===== src/logic/ofdr_map.svh =====
// Register offsets, codes, reset values and timing counts of the frequency detector.
`ifndef OFDR_MAP_SVH
`define OFDR_MAP_SVH
`define OFDR_ADDR_UNLOCK 16'h1F7F
`define OFDR_ADDR_CTRL 16'h1F7C
`define OFDR_ADDR_LOWER 16'h1F7D
`define OFDR_ADDR_UPPER 16'h1F7E
`define OFDR_UNLOCK_OPEN 8'hF9
`define OFDR_UNLOCK_SHUT 8'h06
`define OFDR_CTRL_ON 8'hE4
`define OFDR_CTRL_OFF 8'h00
`define OFDR_LOWER_RST 8'h20
`define OFDR_UPPER_RST 8'h40
`define OFDR_READ_IDLE 8'h00
`define OFDR_CLK_MHZ 250
`define OFDR_WINDOW_NS 3200
`define OFDR_WINDOW_CYC ((`OFDR_WINDOW_NS * `OFDR_CLK_MHZ) / 1000)
`define OFDR_PERSIST_NS 12800
`define OFDR_PERSIST_WIN (`OFDR_PERSIST_NS / `OFDR_WINDOW_NS)
`define OFDR_EDGE_MAX 8'hFF
`endif


===== src/logic/ofdr_pkg.sv =====
// Types shared by the oscillation frequency detector.
package ofdr_pkg;

	typedef enum logic [1:0] {
		PH_OFF,
		PH_WATCH,
		PH_FAULT
	} ofdr_phase_t;

	typedef struct packed {
		logic [15:0] addr;
		logic [7:0] wdata;
		logic wr;
		logic rd;
	} ofdr_bus_t;

	typedef struct packed {
		logic normal;
		logic idle;
		logic stop;
		logic warmup;
		logic serial_prog;
		logic internal_reset;
	} ofdr_mode_t;

	typedef struct packed {
		logic [7:0] detect_write_unlock;
		logic [7:0] detect_enable_control;
		logic [7:0] lower_freq_limit;
		logic [7:0] upper_freq_limit;
		logic [7:0] rdata;
		logic osc_prev;
		logic [9:0] win_cnt;
		logic [7:0] edge_cnt;
		logic [2:0] bad_cnt;
		logic [2:0] good_cnt;
		logic det_rst;
		logic active;
		ofdr_phase_t phase;
	} ofdr_state_t;

endpackage


===== src/logic/ofdr_top.sv =====
// Oscillation frequency detector with write-protected control and limit registers.
//
// Operation
// - Unlocked, E4H enables and 00H disables detection.
// - Unlock value F9H opens, 06H blocks control writes.
// - Control register always readable.
// - External reset loads unlock 06H, control 00H.
// - Unlock and control survive internal resets.
// - Stop pauses detection until warm-up ends.
// - Serial programming mode disables detection.
// - Detection only in normal, idle and internal-reset modes.
// - No detection during external reset.
// - Detection stays active during internal resets.
// - Limits locked while enabled or write-protected.
// - Limits reset to 20H and 40H.
// - Limits survive internal resets, cleared externally only.
// - Out-of-range frequency for persistence time asserts reset.
// - Detector reset puts I/Os in high impedance.
// - Stopped oscillator for persistence time asserts reset.
// - Reset released after in-range persistence time.
//
// Implementation choices: the address-and-strobe port and the register offsets.
module ofdr_top
	import ofdr_pkg::*;
(
	input wire logic core_clk,
	input wire logic reset_n,
	input wire ofdr_pkg::ofdr_bus_t bus,
	input wire ofdr_pkg::ofdr_mode_t mode,
	input wire logic osc_input_pin,
	output logic [7:0] rdata,
	output logic detect_reset,
	output logic io_hiz_req,
	output logic detect_active
);
	import ofdr_pkg::*;
	`include "ofdr_map.svh"

	////////////////////////////////////////////////////////////////////////////////
	// Constants sized to the counters they meet.

	localparam logic [9:0] WIN_LAST = 10'(`OFDR_WINDOW_CYC - 1);
	localparam logic [2:0] PERSIST_LAST = 3'(`OFDR_PERSIST_WIN - 1);

	////////////////////////////////////////////////////////////////////////////////
	// Address decode, used for both reads and writes.

	function automatic logic addr_hit(input logic [15:0] addr, input logic [15:0] offset);
		addr_hit = (addr == offset);
	endfunction

	////////////////////////////////////////////////////////////////////////////////
	// State.

	ofdr_state_t s;
	ofdr_state_t next_s;

	logic unlocked;
	logic enabled;
	logic run_ok;
	logic osc_rise;
	logic out_of_range;

	always_comb begin
		next_s = s;
		next_s.rdata = `OFDR_READ_IDLE;
		next_s.osc_prev = osc_input_pin;

		unlocked = (s.detect_write_unlock == `OFDR_UNLOCK_OPEN);
		enabled = (s.detect_enable_control == `OFDR_CTRL_ON);
		// Internal resets keep the detector running so a bad clock cannot hide behind them.
		run_ok = mode.internal_reset | mode.normal | mode.idle;
		// Stop and its warm-up suspend detection; it resumes by itself afterwards.
		if (mode.stop || mode.warmup) begin
			run_ok = 1'b0;
		end
		if (mode.serial_prog) begin
			run_ok = 1'b0;
		end
		osc_rise = osc_input_pin & ~s.osc_prev;
		out_of_range = (s.edge_cnt < s.lower_freq_limit) || (s.edge_cnt > s.upper_freq_limit);

		// Register writes.
		if (bus.wr) begin
			if (addr_hit(bus.addr, `OFDR_ADDR_UNLOCK)) begin
				// Any code other than the open value relocks.
				if (bus.wdata == `OFDR_UNLOCK_OPEN) begin
					next_s.detect_write_unlock = `OFDR_UNLOCK_OPEN;
				end else begin
					next_s.detect_write_unlock = `OFDR_UNLOCK_SHUT;
				end
			end
			if (addr_hit(bus.addr, `OFDR_ADDR_CTRL) && unlocked) begin
				if (bus.wdata == `OFDR_CTRL_ON || bus.wdata == `OFDR_CTRL_OFF) begin
					next_s.detect_enable_control = bus.wdata;
				end
			end
			// Limits move only while unlocked and disabled, so the comparison never sees a torn pair.
			if (unlocked && !enabled) begin
				if (addr_hit(bus.addr, `OFDR_ADDR_LOWER)) begin
					next_s.lower_freq_limit = bus.wdata;
				end
				if (addr_hit(bus.addr, `OFDR_ADDR_UPPER)) begin
					next_s.upper_freq_limit = bus.wdata;
				end
			end
		end

		// Register reads; contents are shown whatever the unlock state.
		if (bus.rd) begin
			if (addr_hit(bus.addr, `OFDR_ADDR_UNLOCK)) begin
				next_s.rdata = s.detect_write_unlock;
			end else if (addr_hit(bus.addr, `OFDR_ADDR_CTRL)) begin
				next_s.rdata = s.detect_enable_control;
			end else if (addr_hit(bus.addr, `OFDR_ADDR_LOWER)) begin
				next_s.rdata = s.lower_freq_limit;
			end else if (addr_hit(bus.addr, `OFDR_ADDR_UPPER)) begin
				next_s.rdata = s.upper_freq_limit;
			end else begin
				next_s.rdata = `OFDR_READ_IDLE;
			end
		end

		// Measurement.
		next_s.active = enabled && run_ok;
		case (s.phase)
			PH_OFF: begin
				next_s.win_cnt = '0;
				next_s.edge_cnt = '0;
				next_s.bad_cnt = '0;
				next_s.good_cnt = '0;
				next_s.det_rst = 1'b0;
				if (enabled && run_ok) begin
					next_s.phase = PH_WATCH;
				end
			end
			PH_WATCH, PH_FAULT: begin
				if (osc_rise && s.edge_cnt != `OFDR_EDGE_MAX) begin
					next_s.edge_cnt = s.edge_cnt + 8'h01;
				end
				next_s.win_cnt = s.win_cnt + 10'h001;
				if (s.win_cnt == WIN_LAST) begin
					next_s.win_cnt = '0;
					next_s.edge_cnt = '0;
					// A stopped oscillator counts zero edges and so reads as too slow.
					if (out_of_range) begin
						next_s.good_cnt = '0;
						if (s.phase == PH_WATCH) begin
							if (s.bad_cnt == PERSIST_LAST) begin
								next_s.bad_cnt = '0;
								next_s.det_rst = 1'b1;
								next_s.phase = PH_FAULT;
							end else begin
								next_s.bad_cnt = s.bad_cnt + 3'h1;
							end
						end
					end else begin
						next_s.bad_cnt = '0;
						if (s.phase == PH_FAULT) begin
							if (s.good_cnt == PERSIST_LAST) begin
								next_s.good_cnt = '0;
								next_s.det_rst = 1'b0;
								next_s.phase = PH_WATCH;
							end else begin
								next_s.good_cnt = s.good_cnt + 3'h1;
							end
						end
					end
				end
				// Leaving the allowed modes drops everything, including a pending reset.
				if (!(enabled && run_ok)) begin
					next_s.phase = PH_OFF;
					next_s.det_rst = 1'b0;
				end
			end
			default: begin
				next_s.phase = PH_OFF;
				next_s.det_rst = 1'b0;
			end
		endcase
	end

	////////////////////////////////////////////////////////////////////////////////
	// Only the external reset reaches these flops; internal resets never clear them.

	always_ff @(posedge core_clk or negedge reset_n) begin
		if (!reset_n) begin
			s.detect_write_unlock <= `OFDR_UNLOCK_SHUT;
			s.detect_enable_control <= `OFDR_CTRL_OFF;
			s.lower_freq_limit <= `OFDR_LOWER_RST;
			s.upper_freq_limit <= `OFDR_UPPER_RST;
			s.rdata <= `OFDR_READ_IDLE;
			s.osc_prev <= 1'b0;
			s.win_cnt <= '0;
			s.edge_cnt <= '0;
			s.bad_cnt <= '0;
			s.good_cnt <= '0;
			s.det_rst <= 1'b0;
			s.active <= 1'b0;
			s.phase <= PH_OFF;
		end else begin
			s <= next_s;
		end
	end

	////////////////////////////////////////////////////////////////////////////////
	// Outputs straight from flops.

	assign rdata = s.rdata;
	assign detect_reset = s.det_rst;
	// The pad ring exempts supply, reset and oscillator pins from this request.
	assign io_hiz_req = s.det_rst;
	assign detect_active = s.active;

endmodule // ofdr_top


===== config.mk =====
export PLATFORM = sky130hd
export DESIGN_NAME = ofdr_top
export DESIGN_NICKNAME = d
export VERILOG_FILES = /design/src/logic/ofdr_pkg.sv /design/src/logic/ofdr_top.sv
export VERILOG_INCLUDE_DIRS = /design/src /design/src/logic
export SDC_FILE = /design/constraint.sdc
export NUM_CORES = 1
export LEC_CHECK = 0
export BUFFER_PORTS_ARGS = -buffer_cell sky130_fd_sc_hd__buf_2
export CAP_MARGIN = 20
export CORE_AREA = 5 5 82 84
export DETAILED_ROUTE_END_ITERATION = 10
export DIE_AREA = 0 0 87 89
export HOLD_SLACK_MARGIN = 0.15
export MAX_ROUTING_LAYER = met4
export PLACE_DENSITY = 0.83
export SYNTH_ARGS = -nofsm -noshare
export SYNTH_HDL_FRONTEND = slang
export SYNTH_SLANG_ARGS = --single-unit

===== constraint.sdc =====
create_clock -name core_clk -period 5.4 [get_ports core_clk]
set_input_delay 0.81 -clock core_clk [delete_from_list [all_inputs] [get_ports core_clk]]
set_output_delay 0.81 -clock core_clk [all_outputs]
set_load 0.02 [all_outputs]

==> results of run 1 <==
[routing by layer]
layer	GRT usage [%]	vias to the layer above	part of all wire (%)
met5	-	-	0
met4	10.8	0	1.6
met3	3.23	12	4.8
met2	34.0	72	49
met1	28.8	1287	45
li1	-	1296	-
[area by class of cell]
cell class | count | area share, %
Multi-Input combinational cell | 239 | 44.8
Sequential cell | 63 | 40.0
Timing Repair Buffer | 46 | 5.89
Clock buffer | 10 | 3.23
Tap cell | 75 | 2.37
Inverter | 23 | 2.18
Clock inverter | 6 | 1.55
[power by group]
part / switching [mW] / total (mW) / internal [mW]
combinational: 0.0205 / 0.0321 / 0.0116
clock: 0.188 / 0.399 / 0.211
sequential: 0.0000966 / 0.472 / 0.472
[cell usage in the layout, fill, tap and decap left out, types with 2 or more instances in the layout]
| cell | count |
|---|---|
| nor3_1 | 4 |
| nor4_1 | 3 |
| nor2_4 | 2 |
| o21ai_0 | 22 |
| a22o_1 | 3 |
| xor2_1 | 5 |
| nand2_1 | 27 |
| inv_1 | 23 |
| dfrtp_1 | 60 |
| nor2b_1 | 6 |
| xnor2_1 | 3 |
| dfstp_2 | 3 |
| a21boi_0 | 2 |
| nand2_4 | 2 |
| clkbuf_8 | 9 |
| mux2i_1 | 3 |
| o21a_1 | 3 |
| nand2b_1 | 11 |
| nand4_1 | 8 |
| a21oi_1 | 7 |
| nand3_1 | 5 |
| a31oi_1 | 10 |
| nor2_1 | 20 |
| a22oi_1 | 8 |
| buf_2 | 45 |
| and3_1 | 10 |
| a21o_1 | 3 |
| ha_1 | 25 |
| mux2_2 | 24 |
| clkinv_2 | 3 |
| nand4b_1 | 4 |
[critical path: cells and delay by family (launching register included)]
family,cells,cell delay (ns)
AO/OA/AOI/OAI,4,0.96
multiplexers,2,0.66
flip-flops,1,0.55
adder cells (fa/ha/maj),1,0.26
AND/OR/NAND/NOR,1,0.17
buffers and inverters,1,0.04
[logic make-up after synthesis]
logic type	count (synthesis)	share of synthesized area (%)
AND/OR/NAND/NOR	112	18.3
AO/OA/AOI/OAI	67	12.4
flip-flops	63	44.7
buffers and inverters	38	5.20
multiplexers	27	8.50
adder cells (fa/ha/maj)	25	8.85
XOR/XNOR	8	1.98
[synthesized netlist by cell type (4+ instances only)]
cell type / n / area share (%)
buf_4: 9 / 1.9
nor2_1: 20 / 2.1
nand4_1: 8 / 1.4
a22oi_1: 8 / 1.7
a31oi_1: 10 / 1.8
ha_1: 25 / 8.9
nor2b_1: 6 / 1.1
nor3_1: 4 / 0.57
o21ai_0: 22 / 3.1
nand2_1: 27 / 2.9
nand4b_1: 4 / 0.99
and3_1: 10 / 1.8
dfrtp_1: 60 / 42
nand3_1: 5 / 0.71
a21oi_1: 7 / 0.99
mux2_2: 24 / 7.6
xor2_1: 5 / 1.2
inv_1: 23 / 2.4
nand2b_1: 11 / 1.9
[registers in the layout (all words and copies together), names as in the netlist]
signal,count
rdata,8
detect_reset,1
s,53
detect_active,1
[worst max path at each step]
| stage | startpoint | endpoint | slack, ns | depth (start not counted) |
|---|---|---|---|---|
| floorplan | bus[24] | s[55] | 2.81 | 6 |
| global placement | bus[24] | rdata[6] | 2.60 | 7 |
| detailed placement | bus[24] | rdata[3] | 2.46 | 7 |
| CTS | s[50] | s[0] | 2.69 | 9 |
| global route | s[50] | s[0] | 2.60 | 9 |
| finish | s[50] | s[0] | 2.67 | 9 |
==> reports/results.txt, run 1 <==
Outcome - completed
Multi-input gate area - 1770 sq um
Global-route wire length before repair - 12700 um
Post-synth EDFFs - 0
Clk Latency, worst-skew pair - 0.35 ns
Vias/cell - 5.77
Slew headroom - 47.8%
# fillers - 437
R2R depth - 9
CTS Root Cell - clkbuf_8
Power Total - 0.904 mW
Fin cells - 462
Worst EP arrival - 2.99 ns
Critical Path, Cell by Cell - inv_1, ha_1, and3_1, a221oi_1, o31ai_1, o211ai_2, mux2_2, a31oi_1, mux2i_1
Antenna violations before repair - 0
GPL Wtd Cong - 0.927
Crit path max fanout - 10
Final instance area - 3950 sq um
Chip Width - 87 um
Crit path capture type - flop
Max Clk Rate - 366 MHz
Global route overflow - 0
Hold-fix buffers at CTS - 0
Synth warn - 0
DP HPWL - 5580 um
Final Cycle Share - 50.6%
RSZ-0062 raised after global routing - false
Final setup vio count - 0
Reg-to-Reg Start - s[50]
# rows - 28
Resized Gates After CTS - 0
Layout overhead on the synthesized area - 11.8%
Syn avg cell area - 10.4 sq um
Total track usage - 22.1%
Worst clock skew - 0.00834 ns
Leak - 1.94 nW
Placed cell count - 446
Startpoint types - flop
Max-slew violation count - 0
FFs w/ async S/R, synth - 100%
PnR worst setup slack - 2.67 ns
CTS tree - done
Post-DP Area - 3760 sq um
Clock sinks - 63
Layout cells sized above 1 - 25.8%
Pre-CTS WS - 2.46 ns
Vias in the first global route - 2678
Syn Nets - 400
Largest stage delay, worst path - 0.55 ns
Ant. Diodes - 0
Clock transition at path regs - 0.07 ns
Ys flop type - dfrtp_1
H-tree Lvls - 3
Min cycle time layout - 2.73 ns
Boundary Pins - 46
Number of CTS-inserted buffers - 9
Longest Clk Path Bufs - 2
Antenna Nets Post-Route - 0
CP max-delay cell - dfstp_2
Required time worst endpoint - 5.66 ns
Worst Hold Launch - s[6]
Reg area - 1580 sq um
Residual DRC - 0
Hold path cells - 1
Die area - 7740 sq um
Post-route setup TNS - 0 ns
Core ar. - 5850 sq um
Register-to-register setup slack - 2.67 ns
Syn Inst Count - 340
Initial DRC count - 154
Hold Crit Class - reg2reg
# port buffers - 45
Worst hold endpoint - s[6]
Post-CTS Setup Bufs - 0
Hold Worst Slack - 0.487 ns
Via count - 2667
PD cells - 229 nW/um^2
Final nets - 442
Die Y - 89 um
Pin count of the biggest net entering global routing - 64
Setup CP Type - reg2reg
Sequential-to-total area share from yosys stat - 44.7%
Post-synth cell types - 52
Synthesis-stage register bit count - 63
Peak VDD IR - 0.192 mV
R2R Path End - s[0]
DRT Pass-1 Iters - 4
Mapped Area - 3530 sq um
Worst-margin pin slew - 0.784 ns
Initial Util - 60.4%
Final Util - 67.5%
Final hold violations - 0
WL final - 7690 um
Max Cap Violations - 0
Routed len/inst - 16.6 um
Power figures use the tool's default switching activity.
==> run 2: changes to the inputs <==
- CORE_AREA: 5 5 82 84 -> 5 5 89 91
- DIE_AREA: 0 0 87 89 -> 0 0 94 96
- PLACE_DENSITY: 0.83 -> 0.74
- clock period: 5.4 -> 2.3 ns (I/O delays scaled with it)
==> reports/results.txt, run 2 (same netlist as run 1, synthesis figures left out) <==
Most flops, register - s
Longest Clk Path Bufs - 2 (unchanged)
# rows - 31 (+11%)
Worst-margin pin slew - 0.579 ns (-0.205 ns)
Post-DP Area - 4010 sq um (+6.6%)
Global route overflow - 0 (unchanged)
Max-slew violation count - 0 (unchanged)
Final hold violations - 0 (unchanged)
Met3 usage - 4.61% (+1.4 points)
Clock transition at path regs - 0.07 ns (about the same)
Hold path cells - 2 (+1)
Clk Latency, worst-skew pair - 0.35 ns (about the same)
Initial Util - 50.1% (-10 points)
WL final - 7880 um (+2.4%)
Startpoint types - flop
# port buffers - 45 (unchanged)
Die area - 9020 sq um (+17%)
Crit path capture type - flop
Antenna Nets Post-Route - 0 (unchanged)
Boundary Pins - 46 (unchanged)
Chip Width - 94 um (+8.0%)
Met1 Use GR - 25.8% (-3.0 points)
GPL Wtd Cong - 0.857 (-7.5%)
Peak VDD IR - 0.272 mV (+41%)
Final Cycle Share - 99.0% (+48 points)
Routed len/inst - 15.4 um (-7.8%)
Via count - 2749 (+3.1%)
Worst Hold Launch - bus[5]
Max Clk Rate - 439 MHz (+20%)
Vias in the first global route - 2823 (+5.4%)
Die Y - 96 um (+7.9%)
Final nets - 469 (+6.1%)
Residual DRC - 0 (unchanged)
Max Cap Violations - 0 (unchanged)
CTS tree - done
R2R Path End - s[0]
Gr busiest metal - met2
Sw power - 0.504 mW (+140%)
P_int - 1.75 mW (+150%)
Outcome - completed
Post-CTS Setup Bufs - 0 (unchanged)
Worst clock skew - 0.0103 ns (+0.00195 ns)
Most common cell after layout, fill and taps aside - dfrtp_1
Global-route wire length before repair - 13300 um (+5.0%)
# fillers - 563 (+29%)
Multi-input gate area - 1860 sq um (+5.0%)
Total track usage - 19.7% (-2.4 points)
Flop pwr share - 49.1% (-3.2 points)
Power Total - 2.26 mW (+150%)
Vias/cell - 5.36 (-7.2%)
Pin count of the biggest net entering global routing - 42 (-34%)
Most frequent cells in the layout - 60 x dfrtp_1, 45 x buf_2, 26 x nand2_1
CTS Root Cell - clkbuf_8
Final instance area - 4320 sq um (+9.4%)
Clock power share - 47.2% (+3.0 points)
H-tree Lvls - 3 (unchanged)
Slew headroom - 61.4% (+14 points)
Placed cell count - 495 (+11%)
GR Layer Usage met2 - 30.3% (-3.7 points)
Register-to-register setup slack - 0.02 ns (-2.65 ns)
Setup CP Type - reg2reg
Required time worst endpoint - 2.55 ns (-3.11 ns)
Core ar. - 7060 sq um (+21%)
Largest regs - s: 53 flops, rdata: 8 flops
Combinational share of power - 3.7% (about the same)
Post-route setup TNS - 0 ns (unchanged)
Worst hold endpoint - s[48]
Clock sinks - 63 (unchanged)
Worst EP arrival - 2.53 ns (-0.46 ns)
Sw Ratio - 22.3% (-0.72 points)
Ant. Diodes - 0 (unchanged)
Antenna violations before repair - 0 (unchanged)
Final Util - 61.2% (-6.3 points)
Final setup vio count - 0 (unchanged)
Hold Crit Class - in2reg
Reg area - 1580 sq um (unchanged)
DP HPWL - 5960 um (+6.8%)
Pre-CTS WS - -0.0968 ns (-2.55 ns)
DRT Pass-1 Iters - 4 (unchanged)
Layout overhead on the synthesized area - 22.3%
Number of CTS-inserted buffers - 9 (unchanged)
Min cycle time layout - 2.28 ns (-0.455 ns)
Reg-to-Reg Start - s[52]
Hold Worst Slack - 0.284 ns (-0.202 ns)
Fin cells - 513 (+11%)
PD cells - 522 nW/um^2 (+130%)
Leak - 2.12 nW (+9.1%)
Worst Setup SP - s[52]
R2R depth - 9 (unchanged)
Max reg flops - 53 (unchanged)
PnR worst setup slack - 0.0221 ns (-2.65 ns)
Crit path max fanout - 3 (-7)
Initial DRC count - 108 (-30%)
Layout cells sized above 1 - 33.3% (+7.5 points)
RSZ-0062 raised after global routing - true
-- run 2: changes by cell type in the layout (fill, tap and decap cells not counted), sizes merged --
cell | before | now
bufinv | 1 | 2
clkbuf | 10 | 9
buf | 46 | 71
clkinv | 4 | 3
clkinvlp | 1 | 2
dlygate4sd3 | 0 | 2
-- run 2: repair_timing --
item,4_1_cts,5_1_grt
hold endpoints to repair,23,0
resized for setup,5,10
setup endpoints to repair,5,10
hold buffers,2,0
pin swaps,3,0
-- run 2: how the worst max path moves through the flow --
| stage | cells past startpoint | end |
|---|---|---|
| floorplan | 9 | detect_reset |
| global placement | 10 | s[7] |
| detailed placement | 9 | s[0] |
| CTS | 10 | s[8] |
| global route | 9 | s[0] |
| finish | 9 | s[0] |
-- run 2: worst max-delay path: stages (launching register included) --
cell	delay, ns
dfrtp_1	0.39
inv_1	0.06
ha_1	0.32
and3_4	0.18
a221oi_4	0.29
o31ai_4	0.11
o211ai_2	0.09
mux2_4	0.34
a31oi_4	0.16
mux2i_1	0.23
-- run 2: area by class of cell --
class,instances,share of cell area (%)
Clock buffer,9,2.87
Clock inverter,7,2.26
Inverter,23,2.00
Multi-Input combinational cell,239,43.0
Sequential cell,63,36.6
Tap cell,99,2.87
Timing Repair Buffer,73,10.5
-- run 2: power groups by stage --
stage          Combinational (mW)  Clock, mW  Sequential, mW
2_1_floorplan              0.0149          0            1.13
3_3_place_gp               0.0786          0            1.13
3_5_place_dp               0.0806          0            1.13
4_1_cts                    0.0833       1.09            1.11
5_1_grt                    0.0941       1.14            1.11
6_report                   0.0827       1.07            1.11
-- run 2: routing by layer --
metal	up-vias	part of all wire (%)
met2	40	48
met5	-	0
met4	0	1.5
met1	1353	46
met3	10	3.9
li1	1346	-
